==> config.mk <==
export PLATFORM = sky130hd
export DESIGN_NAME = hpfc_host_port_flow_ctrl_reg
export DESIGN_NICKNAME = d
export VERILOG_FILES = /design/src/rtl/hpfc_host_port_flow_ctrl_reg.v /design/src/rtl/hpfc_sync.v
export VERILOG_INCLUDE_DIRS = /design/src /design/src/rtl
export SDC_FILE = /design/constraint.sdc
export NUM_CORES = 1
export LEC_CHECK = 0
export BUFFER_PORTS_ARGS = -buffer_cell sky130_fd_sc_hd__buf_4
export CAP_MARGIN = 20
export CORE_ASPECT_RATIO = 1.5
export CORE_UTILIZATION = 25
export CTS_CLUSTER_DIAMETER = 120
export DETAILED_ROUTE_END_ITERATION = 12
export GPL_TIMING_DRIVEN = 0
export PLACE_DENSITY = 0.54
export SLEW_MARGIN = 15
export SYNTH_ARGS = -nofsm -noshare
export SYNTH_HDL_FRONTEND = slang
export SYNTH_HIERARCHICAL = 1
export SYNTH_SLANG_ARGS = --single-unit
==> constraint.sdc <==
create_clock -name pclk -period 1.77 [get_ports pclk]
set_input_delay 0.177 -clock pclk [delete_from_list [all_inputs] [get_ports pclk]]
set_output_delay 0.177 -clock pclk [all_outputs]
set_load 0.01 [all_outputs]
==> src/rtl/hpfc_defs.vh <==
`ifndef HPFC_DEFS_VH
`define HPFC_DEFS_VH

// ****************************************************************
// Register map.
// ****************************************************************
`define HPFC_ADDR_W 12
`define HPFC_FLOW_CTRL_OFFSET 12'h1A8

// ****************************************************************
// Field positions.
// ****************************************************************
`define HPFC_BIT_MANUAL_SEL 0
`define HPFC_BIT_TX_PAUSE_EN 1
`define HPFC_BIT_RX_PAUSE_EN 2
`define HPFC_BIT_TX_PAUSE_ACT 3
`define HPFC_BIT_RX_PAUSE_ACT 4
`define HPFC_BIT_CUR_DUPLEX 5
`define HPFC_BIT_BP_EN 6
`define HPFC_BIT_FIFO_COUPLE 7
`define HPFC_RESERVED_W 24

// ****************************************************************
// Reset values.
// ****************************************************************
`define HPFC_RST_FIFO_COUPLE 1'h0
`define HPFC_RST_BP_EN 1'h0
`define HPFC_RST_PAUSE_EN 1'h0
`define HPFC_RST_MANUAL_SEL 1'h0
`define HPFC_RST_WORD 32'h00000000

// ****************************************************************
// Timing counts.
// ****************************************************************
`define HPFC_SYNC_STAGES 2

`endif

==> src/rtl/hpfc_host_port_flow_ctrl_reg.v <==
// Summary of operation
// - While the fifo level coupling bit is set, the host receive fifo level drives the switch transmitter and the switch receive fifo level drives the host transmitter.
// - Bit 6 is a read/write backpressure enable that turns half-duplex backpressure on the host port on or off.
// - Bit 5 reads the duplex in force on the host port, 0 for full and 1 for half.
// - Bit 4 reads 1 while receive pause is active on the host port and 0 otherwise.
// - Bit 3 reads 1 while transmit pause is active on the host port and 0 otherwise.
// - Bit 2 enables pause frame detection, but only when manual select is set or negotiation is off.
// - The register is one 32-bit word at offset 1A8h whose status bits show the settings in force.
// - A write to this register never alters the pause capability of the advertisement register.
// - Bit 1 permits pause frame generation, but only when manual select is set or negotiation is off.
// - With manual select clear and negotiation on, the negotiated result governs and the pause enables in bits 2 and 1 are ignored.
//
// The APB interface to the registers was left to the implementer.
`timescale 1ns/1ns
`include "hpfc_defs.vh"

module hpfc_host_port_flow_ctrl_reg (
  input wire pclk,
  input wire presetn,
  input wire psel,
  input wire penable,
  input wire pwrite,
  input wire [`HPFC_ADDR_W-1:0] paddr,
  input wire [31:0] pwdata,
  input wire [3:0] pstrb,
  output reg [31:0] prdata,
  output reg pready,
  output reg pslverr,
  input wire strap_manual_select,
  input wire strap_backpressure,
  input wire strap_pause_enable,
  input wire strap_reload,
  input wire vphy_an_enable,
  input wire vphy_an_half_duplex,
  input wire vphy_forced_half_duplex,
  input wire vphy_an_rx_pause,
  input wire vphy_an_tx_pause,
  input wire host_rx_fifo_level_high,
  input wire switch_rx_fifo_level_high,
  output reg host_port_fifo_level_coupling,
  output reg host_port_backpressure,
  output reg host_port_rx_pause_active,
  output reg host_port_tx_pause_active,
  output reg host_port_half_duplex,
  output reg switch_tx_hold,
  output reg host_tx_hold
);

  // ****************************************************************
  // Start-up states.
  // ****************************************************************
  localparam [3:0] ST_WAIT1 = 4'b0001;
  localparam [3:0] ST_WAIT2 = 4'b0010;
  localparam [3:0] ST_WAIT3 = 4'b0100;
  localparam [3:0] ST_RUN = 4'b1000;

  // ****************************************************************
  // Address decode.
  // ****************************************************************
  function hit_flow_ctrl;
    input [`HPFC_ADDR_W-1:0] addr;
    begin
      if (addr == `HPFC_FLOW_CTRL_OFFSET) begin
        hit_flow_ctrl = 1'b1;
      end else begin
        hit_flow_ctrl = 1'b0;
      end
    end
  endfunction

  // ****************************************************************
  // Synchronised pins.
  // ****************************************************************
  wire [7:0] pins_s;
  wire strap_manual_s;
  wire strap_bp_s;
  wire strap_pause_s;
  wire an_en_s;
  wire an_half_s;
  wire forced_half_s;
  wire an_rx_s;
  wire an_tx_s;

  hpfc_sync #(
    .WIDTH(8)
  ) u_sync (
    .pclk(pclk),
    .presetn(presetn),
    .async_in({strap_manual_select, strap_backpressure, strap_pause_enable, vphy_an_enable,
               vphy_an_half_duplex, vphy_forced_half_duplex, vphy_an_rx_pause,
               vphy_an_tx_pause}),
    .sync_out(pins_s)
  );

  assign strap_manual_s = pins_s[7];
  assign strap_bp_s = pins_s[6];
  assign strap_pause_s = pins_s[5];
  assign an_en_s = pins_s[4];
  assign an_half_s = pins_s[3];
  assign forced_half_s = pins_s[2];
  assign an_rx_s = pins_s[1];
  assign an_tx_s = pins_s[0];

  // ****************************************************************
  // Strap capture sequence.
  // ****************************************************************
  reg [3:0] state_q;
  reg [3:0] state_d;
  reg strap_load;

  always @* begin
    state_d = state_q;
    strap_load = 1'b0;
    case (state_q)
      ST_WAIT1: begin
        state_d = ST_WAIT2;
      end
      ST_WAIT2: begin
        state_d = ST_WAIT3;
      end
      // The straps leave the synchroniser after two edges, so they load at the third.
      ST_WAIT3: begin
        state_d = ST_RUN;
        strap_load = 1'b1;
      end
      ST_RUN: begin
        strap_load = strap_reload;
      end
      default: begin
        state_d = ST_WAIT1;
      end
    endcase
  end

  always @(posedge pclk or negedge presetn) begin
    if (!presetn) begin
      state_q <= ST_WAIT1;
    end else begin
      state_q <= state_d;
    end
  end

  // ****************************************************************
  // Control fields.
  // ****************************************************************
  reg fifo_couple_q;
  reg bp_en_q;
  reg rx_en_q;
  reg tx_en_q;
  reg manual_q;
  reg fifo_couple_d;
  reg bp_en_d;
  reg rx_en_d;
  reg tx_en_d;
  reg manual_d;
  wire wr_hit;

  // The write decode touches only this word, so no other register sees the data.
  assign wr_hit = psel & penable & pwrite & pready & hit_flow_ctrl(paddr) & pstrb[0];

  // ****************************************************************
  // Next values of the control fields.
  // ****************************************************************
  always @* begin
    fifo_couple_d = fifo_couple_q;
    bp_en_d = bp_en_q;
    rx_en_d = rx_en_q;
    tx_en_d = tx_en_q;
    manual_d = manual_q;
    if (wr_hit) begin
      fifo_couple_d = pwdata[`HPFC_BIT_FIFO_COUPLE];
      bp_en_d = pwdata[`HPFC_BIT_BP_EN];
      rx_en_d = pwdata[`HPFC_BIT_RX_PAUSE_EN];
      tx_en_d = pwdata[`HPFC_BIT_TX_PAUSE_EN];
      manual_d = pwdata[`HPFC_BIT_MANUAL_SEL];
    end else if (strap_load) begin
      bp_en_d = strap_bp_s;
      rx_en_d = strap_pause_s;
      tx_en_d = strap_pause_s;
      manual_d = strap_manual_s;
    end
  end

  always @(posedge pclk or negedge presetn) begin
    if (!presetn) begin
      fifo_couple_q <= `HPFC_RST_FIFO_COUPLE;
      bp_en_q <= `HPFC_RST_BP_EN;
      rx_en_q <= `HPFC_RST_PAUSE_EN;
      tx_en_q <= `HPFC_RST_PAUSE_EN;
      manual_q <= `HPFC_RST_MANUAL_SEL;
    end else begin
      fifo_couple_q <= fifo_couple_d;
      bp_en_q <= bp_en_d;
      rx_en_q <= rx_en_d;
      tx_en_q <= tx_en_d;
      manual_q <= manual_d;
    end
  end

  // ****************************************************************
  // Settings in force.
  // ****************************************************************
  wire use_manual;
  wire half_now;
  wire rx_now;
  wire tx_now;

  assign use_manual = manual_q | ~an_en_s;
  assign half_now = an_en_s ? an_half_s : forced_half_s;
  assign rx_now = ~half_now & (use_manual ? rx_en_q : an_rx_s);
  assign tx_now = ~half_now & (use_manual ? tx_en_q : an_tx_s);

  // ****************************************************************
  // Output next values.
  // ****************************************************************
  wire couple_out_d;
  wire backpressure_d;
  wire rx_active_d;
  wire tx_active_d;
  wire half_duplex_d;
  wire switch_hold_d;
  wire host_hold_d;

  assign couple_out_d = fifo_couple_q;
  assign backpressure_d = bp_en_q & half_now;
  assign rx_active_d = rx_now;
  assign tx_active_d = tx_now;
  assign half_duplex_d = half_now;
  assign switch_hold_d = fifo_couple_q & host_rx_fifo_level_high;
  assign host_hold_d = fifo_couple_q & switch_rx_fifo_level_high;

  always @(posedge pclk or negedge presetn) begin
    if (!presetn) begin
      host_port_fifo_level_coupling <= 1'b0;
      host_port_backpressure <= 1'b0;
      host_port_rx_pause_active <= 1'b0;
      host_port_tx_pause_active <= 1'b0;
      host_port_half_duplex <= 1'b0;
      switch_tx_hold <= 1'b0;
      host_tx_hold <= 1'b0;
    end else begin
      host_port_fifo_level_coupling <= couple_out_d;
      host_port_backpressure <= backpressure_d;
      host_port_rx_pause_active <= rx_active_d;
      host_port_tx_pause_active <= tx_active_d;
      host_port_half_duplex <= half_duplex_d;
      switch_tx_hold <= switch_hold_d;
      host_tx_hold <= host_hold_d;
    end
  end

  // ****************************************************************
  // Read word.
  // ****************************************************************
  wire [31:0] rd_word;

  assign rd_word[31:`HPFC_BIT_FIFO_COUPLE+1] = {`HPFC_RESERVED_W{1'b0}};
  assign rd_word[`HPFC_BIT_FIFO_COUPLE] = fifo_couple_q;
  assign rd_word[`HPFC_BIT_BP_EN] = bp_en_q;
  assign rd_word[`HPFC_BIT_CUR_DUPLEX] = half_now;
  assign rd_word[`HPFC_BIT_RX_PAUSE_ACT] = rx_now;
  assign rd_word[`HPFC_BIT_TX_PAUSE_ACT] = tx_now;
  assign rd_word[`HPFC_BIT_RX_PAUSE_EN] = rx_en_q;
  assign rd_word[`HPFC_BIT_TX_PAUSE_EN] = tx_en_q;
  assign rd_word[`HPFC_BIT_MANUAL_SEL] = manual_q;

  // ****************************************************************
  // Bus answer.
  // ****************************************************************
  wire setup;
  wire rd_hit;
  reg pready_d;
  reg pslverr_d;
  reg [31:0] prdata_d;

  assign setup = psel & ~penable & ~pready;
  assign rd_hit = ~pwrite & hit_flow_ctrl(paddr);

  always @* begin
    pready_d = 1'b0;
    pslverr_d = 1'b0;
    prdata_d = `HPFC_RST_WORD;
    if (setup) begin
      pready_d = 1'b1;
      pslverr_d = ~hit_flow_ctrl(paddr);
      if (rd_hit) begin
        prdata_d = rd_word;
      end
    end
  end

  always @(posedge pclk or negedge presetn) begin
    if (!presetn) begin
      pready <= 1'b0;
      pslverr <= 1'b0;
      prdata <= `HPFC_RST_WORD;
    end else begin
      pready <= pready_d;
      pslverr <= pslverr_d;
      prdata <= prdata_d;
    end
  end

endmodule // hpfc_host_port_flow_ctrl_reg

==> src/rtl/hpfc_sync.v <==
`timescale 1ns/1ns
`include "hpfc_defs.vh"

// ****************************************************************
// Two-stage synchroniser, one chain per bit.
// ****************************************************************
module hpfc_sync #(
  parameter WIDTH = 1
) (
  input wire pclk,
  input wire presetn,
  input wire [WIDTH-1:0] async_in,
  output wire [WIDTH-1:0] sync_out
);

  genvar i;
  generate
    for (i = 0; i < WIDTH; i = i + 1) begin : g_bit
      reg meta_q;
      reg sync_q;
      always @(posedge pclk or negedge presetn) begin
        if (!presetn) begin
          meta_q <= 1'b0;
          sync_q <= 1'b0;
        end else begin
          meta_q <= async_in[i];
          sync_q <= meta_q;
        end
      end
      assign sync_out[i] = sync_q;
    end
  endgenerate

endmodule // hpfc_sync

# Word-level counts from Yosys, hierarchy flattened
# Index checks and enable logic that the tools add are counted.
# W data, S select, Z words.
word_totals:
  ff_bits: 66
  latchBits: 0
  mem_bits_rw: 0
  rom_bits: 0
  inputBits: 64
  out_inout_bits: 41
  word_cells: 76
  mem_count: 0
classes:
  n_addsub: 0
  n_mul: 0
  n_div: 0
  order_cmp: 0
  n_eq_ne: 5
  shifts: 0
  mux: 18
  bitwise: 20
  n_reduce_logical: 1
ops:
  columns: ["cell", "count"]
  rows:
  - ["$mux W8", 2]
  - ["$pmux W4 S4", 1]
  - ["$mux W1", 14]
  - ["$and A1 B1 Y1", 13]
  - ["$eq A12 B9 Y1 const B", 1]
  - ["$not A1 Y1", 6]
  - ["$eq A4 B1 Y1 const B", 1]
  - ["$eq A4 B2 Y1 const B", 1]
  - ["$eq A4 B3 Y1 const B", 1]
  - ["$eq A4 B4 Y1 const B", 1]
  - ["$pmux W1 S2", 1]
  - ["$reduce_bool A2 Y1", 1]
  - ["$or A1 B1 Y1", 1]

# Depth between registers and ports, before layout
# Gate-level depths: netlist of the first run.
logic_depth:
  word_depth: 6
  mapped_depth: 5
  ltp_nobuf: 4

# Hierarchy
# The synthesis of the first run kept the hierarchy.
by_module_without_submodules:
  columns: ["module", "n_inst", "cells_per_inst", "area_per_inst_um2", "seq_area_each_um2"]
  rows:
  - ["hpfc_host_port_flow_ctrl_reg", 1, 121, 1295.0, 651.9]
  - ["hpfc_sync", 1, 24, 460.4, 400.4]

# Least setup slack after synthesis of the first run
# No wires, ideal clock.
synth_path:
  kind: "register to register"
  startpoint: "register state_q[1]"
  endpoint: "register bp_en_q"
  setup_ns: 0.125
  t_arrival_ns: 1.487
  required_ns: 1.645
  slack_ns: 0.158
  path_stages_with_launch: 5
  path_buffers: 0
  period_less_slack_ns: 1.612
  cell_sequence: "dfrtp_1 -> or3_1 -> mux2_2 -> o221a_1 -> mux2_4"
synth_via:
  elab_chain_cells: 3
  elab_cells_between_ends: 4
  cone_classes: "eq/ne (2); mux (1); reduce/logical (1)"
synth_lines:
  columns: ["element", "line_no", "rtl"]
  rows:
  - ["start, declared", "hpfc_host_port_flow_ctrl_reg.v:107", "reg [3:0] state_q;"]
  - ["start signal, assigned", "hpfc_host_port_flow_ctrl_reg.v:139", "state_q <= state_d;"]
  - ["$eq A4 B4 Y1 or $eq A4 B3 Y1 (tied branches)", "hpfc_host_port_flow_ctrl_reg.v:114", "case (state_q)"]
  - ["$pmux W1 S2 *", "hpfc_host_port_flow_ctrl_reg.v:114", null]
  - ["$reduce_bool A2 Y1 (no line) *", null, null]
  - ["end signal, assigned", "hpfc_host_port_flow_ctrl_reg.v:187", "bp_en_q <= `HPFC_RST_BP_EN;"]
  - ["end signal, assigned", "hpfc_host_port_flow_ctrl_reg.v:193", "bp_en_q <= bp_en_d;"]
  - ["end, declared", "hpfc_host_port_flow_ctrl_reg.v:147", "reg bp_en_q;"]
# Mark *: on every way between the ends. The rest lies on a longest branch, timed or not.
# A chain may end at the register's enable or synchronous reset.

# Worst setup path after layout of the first run
# Ends and elaborated chain as after synthesis.

==> summary.txt, run 1 <==
Place
  – Port bufs: 50
  – Dpl hpwl: between 2000 and 2500 µm
  – DP Area: roughly 0.0023 mm²
  – Pre-CTS WS: 0.0153 ns
  – Final Wtd Congestion: between 0.7 and 0.8
  – Placed cells: 296

Timing
  – Period Utilization, post-route: a little over nine tenths
  – Worst slew pin tran: 0.707 ns
  – Min Hold Slack: 0.0880 ns
  – Final Hold Fails: 0
  – Final setup viols: 0
  – Final WS setup: 0.0898 ns
  – Final Slew Violations: 0
  – Slew HR: between 50% and 60%
  – Fmax: between 500 and 600 MHz
  – Fin crit period: 1.68 ns
  – Worst Skew: 0.00327 ns
  – Total negative slack: 0 ns
  – RSZ-0062 raised after global routing: no

GRT
  – Initial antenna violation count: 0
  – Largest net degree at the start of global routing: between 40 and 50
  – M3 GR Usage: 2.41%
  – First-pass GRT wire length: 5130 µm
  – Top Usage Layer GRT: met2
  – Total track usage: 9.10%
  – Met1 Resource Use GR: 9.77%
  – Global-route met2 utilization: 15.8%
  – Vias in the first global route: 1154
  – Grt ovf: 0

Setup path
  – Reg2Reg Depth: 4
  – Worst endpoint data arrival time: between 1.5 and 2 ns
  – Worst Path Buf+Inv: 0
  – CP max stage cell: dfrtp_1
  – Worst setup EP type: flip-flop
  – CP delay by family, top: multiplexers
  – Worst-path maximum fanout: 8
  – Startpoint Class: flip-flop
  – FF-to-FF Start: state_q[1]$_DFFE_PN0P_
  – FF-to-FF End: bp_en_q$_DFFE_PN0P_
  – CP cell instances: or3_1, mux2_2, o221a_1, mux2_4
  – FF-to-FF setup slack: roughly 0.09 ns
  – CP peak stage delay: 0.45 ns
  – Crit path launch: state_q[1]$_DFFE_PN0P_
  – CP required: 1.95 ns
  – Crit Path Category: reg2reg

CTS
  – Number of buffers created by CTS: 5
  – Clock Tree Buf Depth: 2
  – Clock sinks: 42
  – H-Tree Level Count: 2
  – Setup bufs post-CTS: 0
  – Clock-pin slew on the worst setup and hold paths: roughly 0.08 ns
  – Clk_lat worst skew: just under 0.3 ns
  – TritonCTS clock tree: yes
  – CTS root buf: clkbuf_8

Power
  – P per Cell Area: 765 mW/mm²
  – Total power: 1.91 mW
  – Leak pwr: 1.34 nW
  – Peak supply drop: 0.328 mV

Synth
  – Sequential share of the synthesized area: 59.9%
  – Synth Instances: 145
  – Yosys warns: 6
  – Synth Register Bits: 42
  – Top_reg_cell synth: dfrtp_1
  – Ys async rst share: 100%
  – Post-synth EDFFs: 0
  – Post-synthesis cell type count: 30
  – Syn Area/Cell: 12.1 µm²
  – Cell Area, Synth: 0.00176 mm²

Job
  – Max-cap violations: 0

Hold path
  – Worst Hold Path EP: switch_tx_hold$_DFF_PN0_
  – HP Class: in2reg
  – Hold_sp: host_rx_fifo_level_high
  – Hold Path Stages: 2

Floorplan
  – Die H: 105 µm
  – Starting Density: 25.8%
  – Row cnt: 37
  – Die X: 70.4 µm
  – Core area: ~0.0068 mm²
  – Die Footprint: 0.00737 mm²
  – I/O pins: 105

Cells and area
  – Final Instance Area: about 0.0025 mm²
  – Post-route insts no fill: 313
  – Share of layout cells above drive strength 1: 40.4%
  – Nets: around 300
  – Layout area overhead: 42.4%
  – Core Util, Final: 36.7%
  – Antenna cells: 0

Status
  – Status: finished, final reports clean

Drt
  – 1st-iter DRT viols: 57
  – Final WL: ~3300 µm
  – ANT nets after route: 0
  – Detailed Routing Iterations Pass 1: 4
  – Vias per cell: 3.92
  – DRC viols: 0
  – Vias: ~1200
  – DR WL/cell: 10.5 µm
sequential cells by signal, indices dropped and copies added (netlist names):
name                           count
prdata                             8
u_sync/g_bit.meta_q                8
u_sync/g_bit.sync_q                8
state_q                            4
bp_en_q                            1
couple_out_d                       1
host_port_backpressure             1
host_port_fifo_level_coupling      1
host_port_half_duplex              1
host_port_rx_pause_active          1
host_port_tx_pause_active          1
host_tx_hold                       1
manual_q                           1
pready                             1
pslverr                            1
rx_en_q                            1
switch_tx_hold                     1
tx_en_q                            1
final cells by class:
class / count / area [µm²]
Fill cell: 693 / 4310
Sequential cell: 42 / 1050
Multi-Input combinational cell: 87 / 523
Timing Repair Buffer: 59 / 465
Buffer: 34 / 248
Tap cell: 78 / 97.6
Clock buffer: 7 / 86.3
Inverter: 5 / 18.8
Clock inverter: 1 / 8.76
cell usage in the layout (no fill, tap or decap), types with 2 or more instances in the layout:
master / count
buf_4: 82
dfrtp_1: 41
conb_1: 24
and2_1: 11
dlygate4sd3_1: 9
nor2_1: 8
clkbuf_8: 6
inv_1: 5
nor4b_1: 5
nor3_1: 5
mux2i_1: 4
a21oi_1: 4
nand3_1: 3
mux2_2: 3
clkbuf_1: 3
nand2_1: 2
nand2b_1: 2
and3_1: 2
o221ai_1: 2
worst reg2reg max path: cells and delay by family (launching register included):
family / cells / cell delay [ns]
multiplexers: 2 / 0.51
flip-flops: 1 / 0.45
AND/OR/NAND/NOR: 1 / 0.38
AO/OA/AOI/OAI: 1 / 0.22
report_power, final:
part | switching (mW) | internal [mW]
Combinational | 0.0992 | 0.148
Clock | 0.330 | 0.322
Sequential | 0.0186 | 0.996
Total | 0.447 | 1.47
cell usage after synthesis (2+ instances only):
| master | count | share of area [%] |
|---|---|---|
| mux2_2 | 3 | 1.9 |
| inv_1 | 5 | 1.1 |
| and3_1 | 2 | 0.71 |
| nand2_1 | 2 | 0.43 |
| clkbuf_1 | 2 | 0.43 |
| and2_1 | 11 | 3.9 |
| nand2b_1 | 2 | 0.71 |
| a21oi_1 | 4 | 1.1 |
| nor4b_1 | 5 | 2.5 |
| nor2_1 | 8 | 1.7 |
| buf_4 | 32 | 14 |
| dfrtp_1 | 41 | 58 |
| o221ai_1 | 2 | 1.0 |
| nor3_1 | 5 | 1.4 |
| nand3_1 | 3 | 0.86 |
| mux2i_1 | 4 | 2.3 |
metal layers:
| metal | part of all wire [%] | wire [µm] |
|---|---|---|
| met5 | 0 | 0 |
| met4 | 2.9 | 94 |
| met3 | 8.3 | 272 |
| met2 | 51 | 1680 |
| met1 | 37 | 1230 |
what timing repair did:
item | CTS | global route
hold buffers | 9 | 0
resized for setup | 0 | 0
endpoints found under the hold margin | 49 | 0
worst max-delay path by stage:
stage | to | slack (ns) | depth (start not counted)
detailed placement | prdata[7]$_DFF_PN0_ | 0.02 | 5
global route | bp_en_q$_DFFE_PN0P_ | 0.02 | 4
global placement | prdata[3]$_DFF_PN0_ | 0.02 | 5
finish | bp_en_q$_DFFE_PN0P_ | 0.09 | 4
CTS | bp_en_q$_DFFE_PN0P_ | 0.07 | 4
floorplan | bp_en_q$_DFFE_PN0P_ | 0.16 | 4
logic make-up after synthesis:
logic type | share of synthesized area, %
XOR/XNOR | 0.499
AND/OR/NAND/NOR | 14.7
flip-flops | 59.9
AO/OA/AOI/OAI | 4.42
other | 0.214
multiplexers | 5.06
buffers and inverters | 15.2
(Power assumes the default switching activity.)
==> run 2: changes to the inputs <==
==> constraint.sdc (replaced) <==
create_clock -name pclk -period 2.05 [get_ports pclk]
set_input_delay 0.205 -clock pclk [delete_from_list [all_inputs] [get_ports pclk]]
set_output_delay 0.205 -clock pclk [all_outputs]
set_load 0.01 [all_outputs]
==> run 2 against run 1 <==
  * Die area did not move
  * Register-to-register slack improved by 0.28 ns
  * Flip-flop and latch count unchanged
  * Largest cell class unchanged
  * Highest routed layer unchanged
  * Core utilization decreased by 0.88 points
==> summary.txt, run 2 (synthesized netlist as in run 1, its figures left out) <==
Status
  – Status: finished, final reports clean

CTS
  – CTS Hold Bufs: 1
  – H-Tree Level Count: 2
  – TritonCTS clock tree: yes
  – Clock Tree Buf Depth: 2
  – Number of buffers created by CTS: 5
  – CTS root buf: clkbuf_8
  – Post-CTS Resized: 0
  – Clock-pin slew on the worst setup and hold paths: 0.08 ns
  – Setup bufs post-CTS: 0
  – Clk_lat worst skew: around 0.29 ns
  – Clock sinks: 42

Floorplan
  – Die H: between 100 and 150 µm
  – Row cnt: 37
  – Starting Density: 25.8%
  – Die Footprint: 0.00737 mm²
  – I/O pins: around 110
  – Core area: 0.00681 mm²
  – Die X: 70.4 µm

Setup path
  – FF-to-FF setup slack: 0.37 ns
  – CP required: between 2 and 2.5 ns
  – Crit path launch: state_q[1]$_DFFE_PN0P_
  – Worst setup EP type: flip-flop
  – CP cell instances: or3_1, mux2_2, o221a_1, mux2_4
  – Crit. path cell count: 4
  – Crit Path Category: reg2reg
  – Worst-path maximum fanout: 8
  – CP delay by family, top: multiplexers
  – CP max stage cell: dfrtp_1
  – CP peak stage delay: 0.46 ns
  – Startpoint Class: flip-flop
  – FF-to-FF Start: state_q[1]$_DFFE_PN0P_
  – Reg2Reg Depth: 4
  – Worst Path Buf+Inv: 0
  – Worst endpoint data arrival time: 1.86 ns

GRT
  – Initial antenna violation count: 0
  – Total track usage: under 10%
  – Largest net degree at the start of global routing: 43
  – Vias in the first global route: between 1000 and 1500
  – Grt ovf: 0
  – First-pass GRT wire length: 4990 µm

Hold path
  – Hold Path Stages: 1
  – Hold_sp: strap_backpressure
  – HP Class: in2reg

Power
  – Part of the power in combinational logic: around an eighth
  – Psw: about 380 µW
  – Clock power frac: 34.2%
  – Flop pwr share: 53.4%
  – P per Cell Area: 673 mW/mm²
  – Peak supply drop: 0.284 mV
  – Switching share of power: about a quarter
  – Leak pwr: 1.31 nW
  – P_int: 1.26 mW

Cells and area
  – Most common cell after layout, fill and taps aside: buf_4
  – Largest regs: prdata: 8 flops, u_sync/g_bit.meta_q: 8 flops, u_sync/g_bit.sync_q: 8 flops
  – Most frequent cells in the layout: buf_4 (82), dfrtp_1 (41), conb_1 (24), and2_1 (11), nor2_1 (8)
  – Nets: 292
  – Layout area overhead: 39.0%
  – Core Util, Final: 35.9%
  – Post-route insts no fill: 307
  – Antenna cells: 0
  – Share of layout cells above drive strength 1: 41.5%

Job
  – Max-cap violations: 0

Drt
  – DRC viols: 0
  – Vias: about 1200
  – DR WL/cell: 10.4 µm
  – Vias per cell: a little under 4
  – 1st-iter DRT viols: 64
  – Final WL: 3180 µm
  – ANT nets after route: 0
  – Detailed Routing Iterations Pass 1: 4

Timing
  – Final Slew Violations: 0
  – Final setup viols: 0
  – Min Hold Slack: approximately 0.015 ns
  – Period Utilization, post-route: 82.1%
  – Fmax: a little under 600 MHz
  – Worst Skew: 0.00438 ns
  – Slew HR: 52.8%
  – Final Hold Fails: 0
  – Worst slew pin tran: 0.703 ns
  – Total negative slack: 0 ns
  – Fin crit period: between 1.5 and 2 ns
  – RSZ-0062 raised after global routing: no

Place
  – Placed cells: ~300
  – Dpl hpwl: 2480 µm
  – Final Wtd Congestion: 0.738
  – Port bufs: 50
## run 2: cell count changes in the layout (fill, tap and decap cells not counted)
| cell | before | now |
|---|---|---|
| dlygate4sd3_1 | 9 | 3 |
## run 2: worst paths after layout
path                                               endpoint
setup / recovery                        bp_en_q$_DFFE_PN0P_
hold / removal             u_sync/g_bit[6].meta_q$_DFF_PN0_
setup reg to reg                        bp_en_q$_DFFE_PN0P_
hold reg to reg            u_sync/g_bit[1].sync_q$_DFF_PN0_
max in group asynchronous            state_q[0]$_DFFE_PN1P_
min in group asynchronous            state_q[2]$_DFFE_PN0P_
## run 2: stage by stage
| step | setup WS (ns) | cell area, µm² | total power [mW] |
|---|---|---|---|
| after floorplan | 0.438 | 1840 | 1.00 |
| final | 0.366 | 2440 | 1.64 |
| after global placement | 0.267 | 2310 | 1.09 |
| after global routing | 0.304 | 2440 | 1.73 |
| after detailed placement | 0.267 | 2310 | 1.10 |
| after CTS | 0.355 | 2420 | 1.66 |
## run 2: power groups by stage
stage / Sequential [mW] / Combinational, mW / Clock [mW]
2_1_floorplan: 0.893 / 0.108 / 0
3_3_place_gp: 0.893 / 0.199 / 0
3_5_place_dp: 0.894 / 0.202 / 0
4_1_cts: 0.877 / 0.204 / 0.582
5_1_grt: 0.880 / 0.225 / 0.622
6_report: 0.876 / 0.204 / 0.561
## run 2: cell type report
class,count,area [µm²]
well taps,78,97.6
inverters,5,18.8
multi-input cells,87,523
clock buffers,7,86.3
repair buffers,53,405
plain buffers,34,248
flip-flops and latches,42,1050
clock inverters,1,8.76
fillers,697,4370
## run 2: routing by layer
| metal | global-route usage (%) | share of wire (%) | vias to the layer above |
|---|---|---|---|
| li1 | - | - | 598 |
| met1 | 9.47 | 38 | 530 |
| met2 | 15.4 | 51 | 66 |
| met3 | 2.51 | 8.3 | 7 |
| met4 | 5.14 | 2.9 | 0 |
| met5 | 0 | 0 | - |
==> run 3: changes to the inputs <==
==> constraint.sdc (replaced) <==
create_clock -name pclk -period 1.7 [get_ports pclk]
set_input_delay 0.17 -clock pclk [delete_from_list [all_inputs] [get_ports pclk]]
set_output_delay 0.17 -clock pclk [all_outputs]
set_load 0.01 [all_outputs]
==> run 3 against run 2 <==
  * Sequential power rose by 21%
  * Clock power grew 20%
  * Cell count grew 2.3%
  * Clock skew about the same
  * Via count up 2.6%
  * Largest cell class unchanged
==> summary.txt, run 3 (synthesized netlist as in run 1, its figures left out) <==
GRT
  – Met1 Resource Use GR: approximately 9.8%
  – Total track usage: 9.10%
  – First-pass GRT wire length: 5130 µm
  – Top Usage Layer GRT: met2
  – M3 GR Usage: 2.41%
  – Largest net degree at the start of global routing: 43
  – Grt ovf: 0
  – Global-route met2 utilization: 15.8%
  – Vias in the first global route: approximately 1200
  – Initial antenna violation count: 0

Timing
  – Worst slew pin tran: roughly 0.7 ns
  – Total negative slack: 0 ns
  – Final Hold Fails: 0
  – Min Hold Slack: 0.0805 ns
  – Period Utilization, post-route: 96.9%
  – Final setup viols: 0
  – Slew HR: 52.2%
  – Fmax: about 600 MHz
  – Worst Skew: 0.00422 ns
  – Fin crit period: 1.65 ns
  – Final Slew Violations: 0
  – RSZ-0062 raised after global routing: no

Cells and area
  – Share of layout cells above drive strength 1: 41.5%
  – Nets: between 200 and 300
  – Largest regs: prdata: 8 flops, u_sync/g_bit.meta_q: 8 flops, u_sync/g_bit.sync_q: 8 flops
  – Most common cell after layout, fill and taps aside: buf_4
  – Most frequent cells in the layout: buf_4 (83), dfrtp_1 (40), conb_1 (24), and2_1 (11), dlygate4sd3_1 (9)
  – Core Util, Final: 36.9%
  – Antenna cells: 0
  – Layout area overhead: 43.1%

Setup path
  – Worst Path Buf+Inv: 0
  – Worst-path maximum fanout: 6
  – Worst setup EP type: flip-flop
  – CP peak stage delay: around 0.44 ns
  – CP max stage cell: dfrtp_2
  – CP delay by family, top: multiplexers
  – FF-to-FF setup slack: 0.05 ns
  – CP required: roughly 1.9 ns
  – Startpoint Class: flip-flop
  – Worst endpoint data arrival time: 1.82 ns
  – Crit Path Category: reg2reg
  – CP cell instances: or3_1, mux2_2, o221a_1, mux2_4

Status
  – Status: finished, final reports clean

CTS
  – Number of buffers created by CTS: 5
  – TritonCTS clock tree: yes
  – Clk_lat worst skew: between 0.2 and 0.3 ns
  – Clock Tree Buf Depth: 2
  – Clock-pin slew on the worst setup and hold paths: 0.08 ns
  – CTS root buf: clkbuf_8
  – H-Tree Level Count: 2
  – Clock sinks: 42

Power
  – Part of the power in combinational logic: between 10% and 20%
  – P per Cell Area: 792 mW/mm²
  – Flop pwr share: between 50% and 60%
  – Psw: 462 µW
  – Leak pwr: between 1 and 1.5 nW
  – Clock power frac: 33.9%
  – Switching share of power: between 20% and 30%
  – Peak supply drop: about 0.34 mV
  – P_int: 1.53 mW

Drt
  – Final WL: 3300 µm
  – 1st-iter DRT viols: 53
  – DR WL/cell: around 11 µm
  – DRC viols: 0
  – ANT nets after route: 0
  – Vias per cell: 3.92
  – Vias: ~1200
  – Detailed Routing Iterations Pass 1: 6

Hold path
  – HP Class: in2reg

Place
  – Final Wtd Congestion: 0.738
  – Dpl hpwl: around 2500 µm
  – Port bufs: 50

Floorplan
  – Starting Density: 25.8%
  – Die X: between 70 and 80 µm
  – Core area: just under 0.007 mm²
  – I/O pins: 105
  – Die H: approximately 100 µm
  – Die Footprint: 0.00737 mm²
  – Row cnt: 37

Job
  – Max-cap violations: 0
-- run 3: area by class of cell --
type	instances	area, µm²
Fill cell	694	4290
Timing Repair Buffer	60	473
Tap cell	78	97.6
Multi-Input combinational cell	87	526
Sequential cell	42	1050
Inverter	5	18.8
Clock inverter	1	8.76
Clock buffer	7	86.3
Buffer	34	248
-- run 3: path summary, 6_finish.rpt --
kind,startpoint,to,depth (start not counted)
max,state_q[1]$_DFFE_PN0P_,bp_en_q$_DFFE_PN0P_,4
min,host_rx_fifo_level_high,switch_tx_hold$_DFF_PN0_,2
max reg2reg,state_q[1]$_DFFE_PN0P_,bp_en_q$_DFFE_PN0P_,4
min reg2reg,u_sync/g_bit[1].meta_q$_DFF_PN0_,u_sync/g_bit[1].sync_q$_DFF_PN0_,0
max in group asynchronous,presetn,state_q[1]$_DFFE_PN0P_,2
min in group asynchronous,presetn,u_sync/g_bit[6].sync_q$_DFF_PN0_,2
-- run 3: power by group through the flow --
stage / Clock (mW) / Combinational, mW / Sequential (mW)
3_3_place_gp: 0 / 0.240 / 1.08
4_1_cts: 0.702 / 0.260 / 1.06
6_report: 0.674 / 0.258 / 1.06
2_1_floorplan: 0 / 0.130 / 1.08
3_5_place_dp: 0 / 0.243 / 1.08
5_1_grt: 0.750 / 0.284 / 1.06
-- run 3: per-stage QoR --
step	total power, mW	instance area, µm²	cells	worst slack, ns
after floorplan	1.21	1840	168	0.0883
after global placement	1.32	2310	296	-0.0476
after detailed placement	1.32	2310	296	-0.0477
after CTS	2.02	2500	313	0.00478
after global routing	2.09	2510	314	0.00593
final	1.99	2510	314	0.0527
-- run 3: per-layer routing --
metal / vias to the layer above / share of wire [%]
met4: 0 / 2.8
li1: 615 / -
met5: - / 0
met2: 72 / 50
met1: 537 / 39
met3: 8 / 7.8
-- run 3: repair_timing --
action,4_1_cts,5_1_grt
endpoints found under the setup margin,0,1
hold buffers,9,0
gates resized for setup,0,2
buffers inserted,0,1
hold endpoints to repair,49,0
-- run 3: worst reg2reg max path: cells and delay by family, from the launching register on --
family | cells | cell delay [ns]
DFF | 1 | 0.44
and+or+nand+nor | 1 | 0.37
muxes | 2 | 0.51
AOI/OAI and AO/OA | 1 | 0.22
